<file path="src/core/iso_driver_regs.svh">
// Timing constants and reset values for the isolated driver status and protection logic
`ifndef ISO_DRIVER_REGS_SVH
`define ISO_DRIVER_REGS_SVH
`define CLK_PERIOD_NS        50
`define RISE_SLOPE_X100      355
`define RISE_OFFSET_NS       153
`define RISE_FLOOR_NS        235
`define FALL_DEGLITCH_NS     235
`define BURST_PERIOD_NS      25000
`define BURST_CYCLES         (`BURST_PERIOD_NS / `CLK_PERIOD_NS)
`define STARTUP_BURSTS       4
`define IND_GAP_NS           400
`define IND_GAP_CYCLES       (`IND_GAP_NS / `CLK_PERIOD_NS)
`define SUPPLY_LOSS_NS       2000
`define SUPPLY_LOSS_CYCLES   (`SUPPLY_LOSS_NS / `CLK_PERIOD_NS)
`define POWER_LEVEL_MAX      8'hFF
`define POWER_LEVEL_RST      8'h80
`endif

</file>
<file path="src/core/iso_driver_pkg.sv">
// Types shared by the isolated driver status and protection logic
package iso_driver_pkg;
   // Open-drain indicator pin: out level and active-low enable
   typedef struct packed {
      logic out;
      logic oe_n;
   } od_pin_s;
   // Secondary rail undervoltage comparator levels
   typedef struct packed {
      logic high_ok;
      logic mid_ok;
   } rails_s;
   typedef enum logic [1:0] {
      ST_OFF,
      ST_STARTUP,
      ST_RUN,
      ST_STANDBY
   } pwr_state_e;
   typedef enum logic [1:0] {
      SEQ_FAULT,
      SEQ_ALARM,
      SEQ_PWR_GOOD
   } seq_state_e;
endpackage : iso_driver_pkg

</file>
<file path="src/core/deglitch_filter.sv">
// Asymmetric counter deglitch filter for one comparator output
module deglitch_filter
   import iso_driver_pkg::*;
#(
   parameter int CW = 8
) (
   // Clock and reset
   input  wire logic          clk,
   input  wire logic          rst,
   // Settings in clock cycles
   input  wire logic [CW-1:0] rise_cycles,
   input  wire logic [CW-1:0] fall_cycles,
   // Data
   input  wire logic          raw,
   output logic               filt
);
   logic          filt_q, filt_d;
   logic [CW-1:0] cnt_q, cnt_d;

   // Count while input differs from output; change only after the held count
   always_comb begin
      filt_d = filt_q;
      cnt_d  = '0;
      if (raw != filt_q) begin
         cnt_d = cnt_q + 1'b1;
         if (cnt_d >= (raw ? rise_cycles : fall_cycles)) begin
            filt_d = raw;
            cnt_d  = '0;
         end
      end
   end

   always_ff @(posedge clk) begin
      if (rst) begin
         filt_q <= 1'b0;
         cnt_q  <= '0;
      end else begin
         filt_q <= filt_d;
         cnt_q  <= cnt_d;
      end
   end

   assign filt = filt_q;
endmodule : deglitch_filter

</file>
<file path="src/core/isolated_driver_status_protection.sv">
// Protection, burst power and status indicator logic of an isolated switch driver
// Operation
// - Alarm comparator never affects gate drive; only the alarm indicator shows it.
// - Rising comparator result propagates after max(3.55*R+153, 235) ns.
// - Falling comparator result is filtered by a fixed fall time.
// - One deglitch setting serves both fault and alarm comparators.
// - Alarm path does not latch; indicator follows the filtered state.
// - Filtered rising alarm is stretched to a sample; falls are not stretched.
// - Captured alarm pulls alarm indicator low; captured recovery releases it.
// - Stay disabled with gate drive low until primary supply is good.
// - Primary supply loss forces drive low; timeout forces it without message.
// - Primary undervoltage drives power-good, fault and alarm indicators low.
// - Gate drive goes high only with both secondary rails good.
// - Secondary rail loss drops drive at once; switching noise is ignored.
// - Overtemperature stops power transfer and holds drive low until cooled.
// - Supply present and chip-enable high transfer power; enable steers drive.
// - After power-up hold indicators low four burst periods, then release.
// - Power-good goes high only when both secondary rails are good.
// - Indicators update in order fault, alarm, power-good, 400 ns apart.
// - Fixed-period bursts, on-time from mid-rail loop, full power at start-up.
// - Chip-enable low enters standby, stops transfer, forces drive low.
// - Chip-enable low drives fault and alarm indicators low.
`include "iso_driver_regs.svh"
module isolated_driver_status_protection
   import iso_driver_pkg::*;
#(
   parameter int BURST_CYC   = `BURST_CYCLES,
   parameter int STARTUP_NB  = `STARTUP_BURSTS,
   parameter int GAP_CYC     = `IND_GAP_CYCLES,
   parameter int LOSS_CYC    = `SUPPLY_LOSS_CYCLES,
   parameter int BLANK_CYC   = 4,
   parameter int RES_KOHM_W  = 8
) (
   // Clock and reset
   input  wire logic                   clk,
   input  wire logic                   rst,
   // Primary side controls and supply sense
   input  wire logic                   chip_enable,
   input  wire logic                   enable,
   input  wire logic                   primary_supply_ok,
   input  wire logic                   over_temp,
   // Secondary side sense
   input  wire rails_s                 rails,
   input  wire logic                   mid_rail_low,
   input  wire logic                   fault_sense_input,
   input  wire logic                   alarm_sense_input,
   input  wire logic [RES_KOHM_W-1:0]  response_resistor,
   input  wire logic                   link_msg_valid,
   // Secondary outputs
   output logic                        gate_drive_output,
   output logic                        power_transfer,
   output logic [7:0]                  power_level,
   output logic                        fault_filtered,
   // Open-drain indicators
   output od_pin_s                     fault_indicator,
   output od_pin_s                     alarm_indicator,
   output od_pin_s                     power_good_indicator
);
   localparam int BCW = $clog2(BURST_CYC + 1);
   localparam int GCW = $clog2(GAP_CYC + 1) + 1;
   localparam int LCW = $clog2(LOSS_CYC + 1) + 1;

   // Rise deglitch in cycles, rounded up: max(3.55*R+153, 235) ns
   function automatic logic [7:0] rise_cycles_f(input logic [RES_KOHM_W-1:0] r);
      int ns_x100;
      int cyc;
      ns_x100 = `RISE_SLOPE_X100 * int'(r) + `RISE_OFFSET_NS * 100;
      if (ns_x100 < `RISE_FLOOR_NS * 100) begin
         ns_x100 = `RISE_FLOOR_NS * 100;
      end
      cyc = (ns_x100 + `CLK_PERIOD_NS * 100 - 1) / (`CLK_PERIOD_NS * 100);
      return (cyc > 255) ? 8'hFF : 8'(cyc);
   endfunction : rise_cycles_f

   localparam logic [7:0] FALL_CYC =
      8'((`FALL_DEGLITCH_NS + `CLK_PERIOD_NS - 1) / `CLK_PERIOD_NS);

   logic [7:0] rise_cyc;
   logic       alarm_filt;
   logic       fault_filt;
   assign rise_cyc = rise_cycles_f(response_resistor);

   // Shared setting feeds both filters; no separate control exists
   deglitch_filter #(.CW(8)) u_fault_flt (
      .clk         (clk),
      .rst         (rst),
      .rise_cycles (rise_cyc),
      .fall_cycles (FALL_CYC),
      .raw         (fault_sense_input),
      .filt        (fault_filt)
   );
   deglitch_filter #(.CW(8)) u_alarm_flt (
      .clk         (clk),
      .rst         (rst),
      .rise_cycles (rise_cyc),
      .fall_cycles (FALL_CYC),
      .raw         (alarm_sense_input),
      .filt        (alarm_filt)
   );

   // Power state, burst timer and start-up burst count
   pwr_state_e     st_q, st_d;
   logic [BCW-1:0] bcnt_q, bcnt_d;
   logic [2:0]     nburst_q, nburst_d;
   logic [7:0]     lvl_q, lvl_d;
   logic           burst_tick;
   logic           released;
   logic           active;

   assign burst_tick = (bcnt_q == BCW'(BURST_CYC - 1));
   assign active     = (st_q == ST_STARTUP) || (st_q == ST_RUN);
   assign released   = (st_q == ST_RUN);

   always_comb begin
      st_d     = st_q;
      bcnt_d   = burst_tick ? '0 : bcnt_q + 1'b1;
      nburst_d = nburst_q;
      lvl_d    = lvl_q;
      unique case (st_q)
         ST_OFF: begin
            bcnt_d   = '0;
            nburst_d = '0;
            if (primary_supply_ok) begin
               st_d = chip_enable ? ST_STARTUP : ST_STANDBY;
            end
         end
         ST_STARTUP: begin
            lvl_d = `POWER_LEVEL_MAX;
            if (burst_tick) begin
               nburst_d = nburst_q + 1'b1;
               if (nburst_q == 3'(STARTUP_NB - 1)) begin
                  st_d = ST_RUN;
               end
            end
         end
         ST_RUN: begin
            // Crude mid-rail loop: one step per burst period
            if (burst_tick) begin
               if (mid_rail_low && lvl_q != 8'hFF) begin
                  lvl_d = lvl_q + 1'b1;
               end else if (!mid_rail_low && lvl_q != 8'h01) begin
                  lvl_d = lvl_q - 1'b1;
               end
            end
         end
         ST_STANDBY: begin
            bcnt_d   = '0;
            nburst_d = '0;
            if (chip_enable) begin
               st_d = ST_STARTUP;
            end
         end
      endcase
      if (!primary_supply_ok) begin
         st_d = ST_OFF;
      end else if (!chip_enable) begin
         st_d = ST_STANDBY;
      end
   end

   always_ff @(posedge clk) begin
      if (rst) begin
         st_q     <= ST_OFF;
         bcnt_q   <= '0;
         nburst_q <= '0;
         lvl_q    <= `POWER_LEVEL_RST;
      end else begin
         st_q     <= st_d;
         bcnt_q   <= bcnt_d;
         nburst_q <= nburst_d;
         lvl_q    <= lvl_d;
      end
   end

   // Burst on-time is a fraction of the period set by the level
   logic on_window;
   assign on_window = ({bcnt_q, 8'h00} < ((BCW+8)'(BURST_CYC) * (BCW+8)'(lvl_q)));

   // Stretch rising alarm and fault until the next snapshot; sample once per burst
   logic alm_str_q, alm_str_d, flt_str_q, flt_str_d;
   logic alm_smp_q, alm_smp_d, flt_smp_q, flt_smp_d;
   always_comb begin
      alm_str_d = (alarm_filt || alm_str_q) && !burst_tick;
      flt_str_d = (fault_filt || flt_str_q) && !burst_tick;
      alm_smp_d = alm_smp_q;
      flt_smp_d = flt_smp_q;
      if (burst_tick) begin
         alm_smp_d = alarm_filt || alm_str_q;
         flt_smp_d = fault_filt || flt_str_q;
      end
   end

   always_ff @(posedge clk) begin
      if (rst) begin
         alm_str_q <= 1'b0;
         flt_str_q <= 1'b0;
         alm_smp_q <= 1'b0;
         flt_smp_q <= 1'b0;
      end else begin
         alm_str_q <= alm_str_d;
         flt_str_q <= flt_str_d;
         alm_smp_q <= alm_smp_d;
         flt_smp_q <= flt_smp_d;
      end
   end

   // Indicator sequencer: fault, then alarm, then power-good, one gap apart
   seq_state_e     seq_q, seq_d;
   logic [GCW-1:0] gap_q, gap_d;
   logic           flt_ind_q, flt_ind_d;  // 1 = released high
   logic           alm_ind_q, alm_ind_d;
   logic           pg_ind_q, pg_ind_d;
   logic           pg_status;
   assign pg_status = rails.high_ok && rails.mid_ok;

   always_comb begin
      seq_d     = seq_q;
      gap_d     = gap_q;
      flt_ind_d = flt_ind_q;
      alm_ind_d = alm_ind_q;
      pg_ind_d  = pg_ind_q;
      if (!released) begin
         seq_d     = SEQ_FAULT;
         gap_d     = '0;
         flt_ind_d = 1'b0;
         alm_ind_d = 1'b0;
         pg_ind_d  = 1'b0;
      end else if (gap_q != '0) begin
         gap_d = gap_q - 1'b1;
      end else begin
         gap_d = GCW'(GAP_CYC - 1);
         unique case (seq_q)
            SEQ_FAULT: begin
               flt_ind_d = !flt_smp_q;
               seq_d     = SEQ_ALARM;
            end
            SEQ_ALARM: begin
               alm_ind_d = !alm_smp_q;
               seq_d     = SEQ_PWR_GOOD;
            end
            SEQ_PWR_GOOD: begin
               pg_ind_d = pg_status;
               seq_d    = SEQ_FAULT;
            end
            default: seq_d = SEQ_FAULT;
         endcase
      end
   end

   always_ff @(posedge clk) begin
      if (rst) begin
         seq_q     <= SEQ_FAULT;
         gap_q     <= '0;
         flt_ind_q <= 1'b0;
         alm_ind_q <= 1'b0;
         pg_ind_q  <= 1'b0;
      end else begin
         seq_q     <= seq_d;
         gap_q     <= gap_d;
         flt_ind_q <= flt_ind_d;
         alm_ind_q <= alm_ind_d;
         pg_ind_q  <= pg_ind_d;
      end
   end

   // Secondary side: rail blanking after each drive edge, and link loss timeout
   logic [2:0]     blank_q, blank_d;
   logic [LCW-1:0] loss_q, loss_d;
   logic           drv_q, drv_d;
   logic           rails_ok;
   logic           loss_out;
   logic           allow;

   assign rails_ok = (rails.high_ok && rails.mid_ok) || (blank_q != '0);
   assign loss_out = (loss_q >= LCW'(LOSS_CYC));
   // Alarm result deliberately absent from the drive condition
   assign allow = active && !over_temp && !fault_filt && !loss_out;

   always_comb begin
      loss_d  = link_msg_valid ? '0 : (loss_out ? loss_q : loss_q + 1'b1);
      drv_d   = enable && allow && rails_ok;
      blank_d = (blank_q != '0) ? blank_q - 1'b1 : blank_q;
      if (drv_d != drv_q) begin
         blank_d = 3'(BLANK_CYC);
      end
      if (!drv_q && !(rails.high_ok && rails.mid_ok)) begin
         drv_d = 1'b0;
      end
      // Chip-enable acts at once; the power state only follows one cycle later
      if (!primary_supply_ok || !chip_enable) begin
         drv_d = 1'b0;
      end
   end

   always_ff @(posedge clk) begin
      if (rst) begin
         blank_q <= '0;
         loss_q  <= '0;
         drv_q   <= 1'b0;
      end else begin
         blank_q <= blank_d;
         loss_q  <= loss_d;
         drv_q   <= drv_d;
      end
   end

   // Outputs; open-drain enable low means the pin is pulled low
   assign gate_drive_output = drv_q;
   assign power_transfer    = active && !over_temp && on_window;
   assign power_level       = lvl_q;
   assign fault_filtered    = fault_filt;
   assign fault_indicator      = '{out: 1'b0, oe_n: flt_ind_q};
   assign alarm_indicator      = '{out: 1'b0, oe_n: alm_ind_q};
   assign power_good_indicator = '{out: 1'b0, oe_n: pg_ind_q};
endmodule : isolated_driver_status_protection

</file>
<file path="config.mk">
export PLATFORM = sky130hd
export DESIGN_NAME = isolated_driver_status_protection
export DESIGN_NICKNAME = d
export VERILOG_FILES = /design/src/core/iso_driver_pkg.sv /design/src/core/deglitch_filter.sv /design/src/core/isolated_driver_status_protection.sv
export VERILOG_INCLUDE_DIRS = /design/src /design/src/core
export SDC_FILE = /design/constraint.sdc
export NUM_CORES = 1
export LEC_CHECK = 0
export BUFFER_PORTS_ARGS = -buffer_cell sky130_fd_sc_hd__clkbuf_2
export CORE_MARGIN = 2
export CORE_UTILIZATION = 40
export CTS_CLUSTER_SIZE = 25
export DETAILED_ROUTE_END_ITERATION = 16
export PLACE_DENSITY_LB_ADDON = 0.25
export SLEW_MARGIN = 20
export SYNTH_ARGS = -nofsm -noshare
export SYNTH_HDL_FRONTEND = slang
export SYNTH_SLANG_ARGS = --single-unit
</file>
<file path="constraint.sdc">
create_clock -name clk -period 21 [get_ports clk]
set_input_delay 2.1 -clock clk [delete_from_list [all_inputs] [get_ports clk]]
set_output_delay 2.1 -clock clk [all_outputs]
set_load 0.1 [all_outputs]
</file>
# --- Word-level counts from Yosys, hierarchy flattened ---
# Index checks and enable logic that the tools add are counted.
word_totals:
  register_bits: 65
  input_bits: 20
  output_inout_bits: 17
  elab_cells: 137
classes:
  add_sub_neg: 12
  multipliers: 2
  div_mod_pow: 1
  magnitude_cmp: 6
  eq_ne: 18
  mux: 18
  bitwise_logic: 5
  reduce_logical: 53
op_table:
  columns: ["operator", "n"]
  rows:
  - ["$mux 8", 6]
  - ["$add 32x14->32 const B", 1]
  - ["$div 32x14->32 const B", 1]
  - ["$gt 32x9->1 const B", 1]
  - ["$sub 32x2->32 const B", 1]
  - ["$add 8x1->8 const B", 3]
  - ["$add 17x14->18 const B", 1]
  - ["$lt 18x15->1 const B", 1]
  - ["$mux 18", 1]
  - ["$lt 17x17->1", 1]
  - ["$mul 9x8->17 const A", 1]
  - ["$ge 8x8->1", 2]
  - ["$pmux 8 s2", 1]
  - ["$mul 7x8->15 const A", 1]
  - ["$logic_and 1x1->1", 12]
  - ["$mux 3", 4]
  - ["$reduce_and 2->1", 6]
  - ["$reduce_or 3->1", 4]
  - ["$logic_not 1->1", 11]
  - ["$reduce_or 2->1", 5]
  - ["$add 9x1->9 const B", 1]
  - ["$eq 9x9->1 const B", 1]
  - ["$ne 8x1->1 const B", 1]
  - ["$ne 8x8->1 const B", 1]
  - ["other kinds (25)", 47]

# --- Depth between registers and ports, before layout ---
# Gate-level depths: netlist of run 1.
depth:
  ltp_word: 12
  depth_mapped: 60
  depth_no_buf: 52

# --- Modules after synthesis ---
# A second synthesis of run 1 with hierarchy kept.
unflattened:
  hier_cells: 1126
  area_unflattened_um2: 9325.2
modules_own_cells:
  columns: ["module", "instances", "cells_per_inst", "area_each_um2", "seq_area_each_um2"]
  rows:
  - ["isolated_driver_status_protection", 1, 992, 7961.4, 940.9]
  - ["deglitch_filter", 2, 67, 681.9, 180.2]

# --- Least setup slack after synthesis of run 1 ---
# No wires, ideal clock.
synth_timing:
  path_type: "input to register"
  from: "input port response_resistor[7]"
  to: "register u_fault_flt.cnt_q[2]"
  setup_ns: 0.066
  arrival_time_ns: 13.051
  required_ns: 20.934
  path_slack_ns: 7.883
  path_stages: 56
  n_path_buf: 4
  cell_sequence: "inv_1 > ha_1 > inv_1 > ha_1 > or2_2 > fa_1 > inv_1 > fa_1 > inv_1 > ha_1 > buf_2 > a21oi_1 > nand2_1 > o21ai_0 > o211ai_1 > a2111o_1 > nand3_1 > clkbuf_1 > [... 20 more ...] > buf_2 > a41oi_2 > or3_1 > nand3_1 > a31oi_1 > o211ai_1 > ha_1 > nand2b_1 > a21oi_1 > nor2b_1 > o21ai_0 > nand2b_1 > a21oi_1 > nor2b_1 > o21ai_0 > nand2_1 > or3_1 > nor2b_1"
synth_between:
  elab_chain_len: 12
synth_lines:
  columns: ["item", "line_no", "text"]
  rows:
  - ["start, declared", "isolated_driver_status_protection.sv:47", "input wire logic [RES_KOHM_W-1:0] response_resistor,"]
  - ["$mul 9x8->17 (no source line) (*)", null, null]
  - ["$add 17x14->18 (no source line) (*)", null, null]
  - ["$lt 18x15->1", "isolated_driver_status_protection.sv:68", "if (ns_x100 < `RISE_FLOOR_NS * 100) begin"]
  - ["$mux 18 (*)", "isolated_driver_status_protection.sv:68", null]
  - ["$add 32x14->32 (*)", "isolated_driver_status_protection.sv:71", "cyc = (ns_x100 + `CLK_PERIOD_NS * 100 - 1) / (`CLK_PERIOD_NS * 100);"]
  - ["$sub 32x2->32 (*)", "isolated_driver_status_protection.sv:71", null]
  - ["$div 32x14->32 (*)", "isolated_driver_status_protection.sv:71", null]
  - ["$gt 32x9->1", "isolated_driver_status_protection.sv:72", "return (cyc > 255) ? 8'hFF : 8'(cyc);"]
  - ["$mux 8 (*)", "isolated_driver_status_protection.sv:72", null]
  - ["$mux 8 (*)", "deglitch_filter.sv:26", "if (cnt_d >= (raw ? rise_cycles : fall_cycles)) begin"]
  - ["$ge 8x8->1 (*)", "deglitch_filter.sv:26", null]
  - ["$reduce_or 3->1 (no source line) (*)", null, null]
  - ["end signal, assigned", "deglitch_filter.sv:39", "cnt_q <= cnt_d;"]
  - ["end, declared", "deglitch_filter.sv:18", "logic [CW-1:0] cnt_q, cnt_d;"]
# Every way passes the cells marked *; elsewhere a longest branch is shown, timed or not.
# A chain may end at the register's enable or synchronous reset.

# --- Final worst setup path of run 1 ---
# Same ends and word-level chain as after synthesis.

==> impl_metrics.json, run 1 <==
{
  "status": "complete, no violations",
  "finalSetupTns_ns": 0,
  "clk_pin_slew_ns": 0.06,
  "drt-pass1-iter-count": 5,
  "num_rows": 55,
  "ys_warn_count": 0,
  "max_stage_delay_ns": 0.64,
  "synth_cells": 1124,
  "start_util_pct": 40.5,
  "grt_use_total_pct": 17.4,
  "numCtsBuffers": 9,
  "timing.hold.ws_ns": 0.461,
  "synth_top_area_cell": "ha_1",
  "ys_types": 105,
  "postRouteAntennaNets": 0,
  "r2r_end": "power_level[7]",
  "busiest_layer": "met2",
  "worst_slew_pin_slew_ns": 0.872,
  "cts_hold_buf": 0,
  "grt_antenna_before_repair": 0,
  "dpl.hpwl_um": 16400,
  "drive_gt1_share_pct": 9.63,
  "final_core_util_pct": 43.5,
  "critical_path_class": "in -> reg",
  "worstSkewPairLatency_ns": 0.33,
  "overflow": 0,
  "rsz0062_at_grt": "false",
  "crit_path_start": "response_resistor[7]",
  "finalNetCount": 1324,
  "r2r-start": "power_level[6]",
  "ys_ff_latch": 65,
  "core_area_um2": 22500,
  "antenna_cells": 0,
  "final_common_cell": "ha_1",
  "timing.final.crit_share_pct": 68.3,
  "synth_edf_count": 0,
  "cp_slowest_cell": "nor3_1",
  "yosysSeqAreaShare_pct": 14.3,
  "slew_violations": 0,
  "critPathArrivalTime_ns": 14.62,
  "rrSetupSlack_ns": 18.29,
  "r2r_cells": 10,
  "grt_pass1_wl_um": 35800,
  "synth_top_area_share_pct": 18.0,
  "cp_common_cell": "ha_1",
  "h-tree-depth": 3,
  "fmax_mhz": 69.7,
  "place_congestion": 0.869,
  "postSynth.asyncResetShare_pct": 0,
  "synth_area_per_cell_um2": 8.11,
  "crit_end": "u_fault_flt.cnt_q[2]",
  "endpoint_kind": "flop",
  "fin_crit_ns": 14.35,
  "io_buffers": 33,
  "crit_required_ns": 21.27,
  "cts_setup_buffers": 0,
  "synth-main-ff-cell": "dfxtp_1",
  "ctsResizeCount": 0,
  "cts_num_sinks": 65,
  "cts_tree": "built",
  "fin_worst_skew_ns": 0.00402,
  "vias": 7911,
  "setup_viol": 0,
  "drc": 0,
  "hold_viol": 0,
  "post_drt_wl_per_cell_um": 14.2,
  "startpoint_type": "primary input",
  "die_w_um": 155,
  "maxSlewHeadroom_pct": 41.4,
  "layout_common_cells": "ha_1 (131), nor2_1 (99), nand2_1 (96)",
  "dieArea_um2": 24000,
  "met3_usage_pct": 1.42,
  "avgViaCountPerCell": 5.54,
  "area_growth_pct": 7.45,
  "grt_max_degree": 27,
  "grtUsageMet1_pct": 23.2,
  "first_global_vias": 7605,
  "wl_um": 20300,
  "first_iter_violations": 407,
  "grt_use_met2_pct": 30.3,
  "max_cap_viol_count": 0,
  "syn_area_um2": 9120,
  "io_pins": 37,
  "die_h_um": 155,
  "worstHoldPathType": "reg -> reg",
  "cts_max_path_buffers": 2,
  "cp_max_fo": 14,
  "clock-root-buffer": "clkbuf_16",
  "synth_area_leaders": "ha_1 (18%), dfxtp_1 (14%), fa_1 (7.7%)"
}
Yosys cell counts (all sizes together), types with 5 or more instances:
cell type and number:
xnor2 56, a2111oi 5, and4 5, clkbuf 20
o21ai 37, nor3 27, o311ai 9, nor2 101
inv 82, xor2 28, buf 15, a21o 15
o31ai 7, nor4 9, nand2 97, a31oi 14
nand2b 19, o21a 12, a211oi 12, and2 15
ha 131, or3 17, a311oi 5, a21oi 80
o211ai 13, nand3 32, mux2i 14, or2 12
nand4 15, and3 10, a311o 5, nor3b 7
nor2b 17, o21bai 9, fa 35, dfxtp 65
worst max-delay path, delay by kind of cell:
kind            cells  cell delay, ns
simple gates       22            5.06
compound gates     17            3.91
fa+ha+maj           7            2.32
mux                 2            0.83
buf+inv             5            0.36
logic make-up (layout without fill, tap and decap cells):
kind of cell | count (synthesis) | count (layout) | synth area share (%)
compound gates | 275 | 275 | 22.4
mux | 17 | 17 | 1.95
other cells | 1 | 5 | 0.0411
fa+ha+maj | 166 | 166 | 25.7
buf+inv | 117 | 131 | 5.27
flops | 65 | 65 | 14.3
simple gates | 399 | 399 | 22.2
xor+xnor | 84 | 84 | 8.23
metrics by stage:
| stage | cell area, um2 | cells | worst slack (ns) |
|---|---|---|---|
| after CTS | 9800 | 1427 | 6.78 |
| final | 9800 | 1427 | 6.65 |
| after global routing | 9800 | 1427 | 5.34 |
| after global placement | 9490 | 1412 | 6.67 |
| after floorplan | 9130 | 1128 | 7.88 |
| after detailed placement | 9500 | 1412 | 6.47 |
routing by layer:
metal	wire length, um	part of all wire [%]
met1	9790	48
met2	9660	48
met3	587	2.9
met4	259	1.3
met5	0	0
state kept, by name (all words and copies together) (netlist names), 2 cells and up:
signal,flops
bcnt_q,9
blank_q,3
gap_q,5
loss_q,7
nburst_q,3
power_level,8
seq_q,2
st_q,2
u_alarm_flt.cnt_q,8
u_fault_flt.cnt_q,8
final cells by class:
cell class	count	area, um2
repair buffers	34	173
fillers	2252	12700
clock inverters	5	56.3
flip-flops and latches	65	1300
clock buffers	10	239
inverters	82	308
multi-input cells	946	7360
well taps	285	357
worst min-delay path by stage:
stage	from	endpoint	slack [ns]	depth (start not counted)
after floorplan	flt_smp_q	flt_ind_q	0.41	1
after global placement	loss_q[5]	loss_q[5]	0.45	2
after detailed placement	flt_smp_q	flt_ind_q	0.45	1
after CTS	flt_smp_q	flt_ind_q	0.46	1
after global routing	flt_smp_q	flt_ind_q	0.48	1
final	bcnt_q[0]	bcnt_q[0]	0.46	1
Power of run 1 is left out: the tool's default activity adds up to more than one toggle a clock period on the data nets, which glitch-free logic cannot reach.
==> run 2: changes to the inputs <==
clock period = 14.17 ns   (was 21 ns; I/O delays follow)
==> run 2 against run 1 <==
Setup slack lost 5.6 ns. First-iteration DRC count decreased by 12%. Worst hold slack worse by 0.0024 ns. Clock-buffer cell count unchanged. Critical endpoint is now u_fault_flt.cnt_q[3]. Largest cell class unchanged. Highest routed layer unchanged.
==> impl_metrics.json, run 2 (same netlist as run 1, synthesis figures left out) <==
{
  "status": "complete, no violations",
  "r2r-start": "power_level[6]",
  "avgViaCountPerCell": 5.56,
  "worst_slew_pin_slew_ns": 0.816,
  "numCtsBuffers": 9,
  "crit_family": "compound AO/OA/AOI/OAI gates",
  "drc": 0,
  "slew_violations": 0,
  "die_w_um": 155,
  "start_util_pct": 40.5,
  "place_congestion": 0.871,
  "vias": 7961,
  "fin_worst_skew_ns": 0.00467,
  "hold_viol": 0,
  "cts_tree": "built",
  "dieArea_um2": 24000,
  "io_pins": 37,
  "grt_use_total_pct": 17.5,
  "crit_required_ns": 14.43,
  "worstHoldEndpoint": "bcnt_q[0]",
  "r2r_end": "power_level[7]",
  "cts_max_path_buffers": 2,
  "fmax_mhz": 76.2,
  "postRouteAntennaNets": 0,
  "critPathArrivalTime_ns": 13.38,
  "rrSetupSlack_ns": 11.48,
  "first_iter_violations": 359,
  "regMostFlops": "bcnt_q",
  "post_drt_wl_per_cell_um": 14.4,
  "max_stage_delay_ns": 0.56,
  "dpl.hpwl_um": 16700,
  "critical_path_class": "in -> reg",
  "path_buf_inv": 6,
  "final_common_cell": "ha_1",
  "io_buffers": 33,
  "cp_max_fo": 14,
  "dp_cells": 1415,
  "first_global_vias": 7655,
  "timing.final.crit_share_pct": 92.6,
  "endpoint_kind": "flop",
  "wl_um": 20600,
  "die_h_um": 155,
  "core_area_um2": 22500,
  "cp_slowest_cell": "a2111o_1",
  "fin_cells": 1431,
  "drive_gt1_share_pct": 10.4,
  "cts_num_sinks": 65,
  "area_growth_pct": 8.36,
  "layout_common_cells": "ha_1 (131), nor2_1 (99), nand2_1 (95)",
  "path_depth": 54,
  "final_core_util_pct": 43.9,
  "grt_antenna_before_repair": 0,
  "fin_crit_ns": 13.12,
  "max_cap_viol_count": 0,
  "grt_max_degree": 27,
  "pre_cts_slack_ns": 0.506,
  "clock-root-buffer": "clkbuf_16",
  "worstSkewPairLatency_ns": 0.33,
  "num_rows": 55,
  "drt-pass1-iter-count": 5,
  "clk_pin_slew_ns": 0.05,
  "timing.hold.ws_ns": 0.459,
  "setup_viol": 0,
  "setup_slack_ns": 1.05,
  "largest_reg_flops": 9,
  "finalNetCount": 1328,
  "antenna_cells": 0,
  "startpoint_type": "primary input",
  "min_path_cells": 1,
  "h-tree-depth": 3,
  "r2r_cells": 10,
  "overflow": 0,
  "holdCritStartpoint": "bcnt_q[0]",
  "worstHoldPathType": "reg -> reg",
  "maxSlewHeadroom_pct": 45.4,
  "grt_pass1_wl_um": 35900
}
run 2: through the flow:
stage	area, um2	TNS (ns)
2_1_floorplan	9130	0
3_3_place_gp	9520	0
3_5_place_dp	9520	0
4_1_cts	9810	0
5_1_grt	9880	-0.0114
6_report	9880	0
run 2: routing by layer:
| metal | global-route usage (%) | wire length (um) |
|---|---|---|
| met3 | 1.75 | 526 |
| met2 | 31.1 | 9830 |
| met5 | 0 | 0 |
| met1 | 22.9 | 10000 |
| met4 | 3.75 | 257 |
run 2: how the worst max path moves through the flow:
stage,startpoint,slack (ns),end
global route,response_resistor[7],-0.01,u_fault_flt.cnt_q[4]
finish,response_resistor[7],1.05,u_fault_flt.cnt_q[3]
detailed placement,response_resistor[7],0.51,u_fault_flt.cnt_q[3]
global placement,response_resistor[7],0.81,u_fault_flt.cnt_q[2]
floorplan,response_resistor[7],1.74,u_fault_flt.cnt_q[2]
CTS,response_resistor[7],0.83,u_fault_flt.cnt_q[3]
run 2: layout make-up:
class / instances / area (um2)
fill: 2275 / 12600
multi-input combinational: 946 / 7410
sequential: 65 / 1300
tap: 285 / 357
inverter: 82 / 308
clock buffer: 10 / 239
timing repair buffer: 38 / 203
clock inverter: 5 / 56.3
run 2: worst reg2reg max path, stage by stage, from the launching register on:
cell,delay (ns)
dfxtp_1,0.62
inv_1,0.23
ha_1,0.27
a41o_1,0.21
nand2_1,0.07
nand2_1,0.06
a21o_1,0.26
or2_2,0.33
a211oi_1,0.29
xnor2_1,0.16
nand3b_1,0.09
run 2: timing repair:
action | CTS | global route
resized for setup | 0 | 11
setup buffers | 0 | 1
hold buffers | 0 | 0
endpoints found under the setup margin | 0 | 15
Power of run 2 is left out for the same reason.
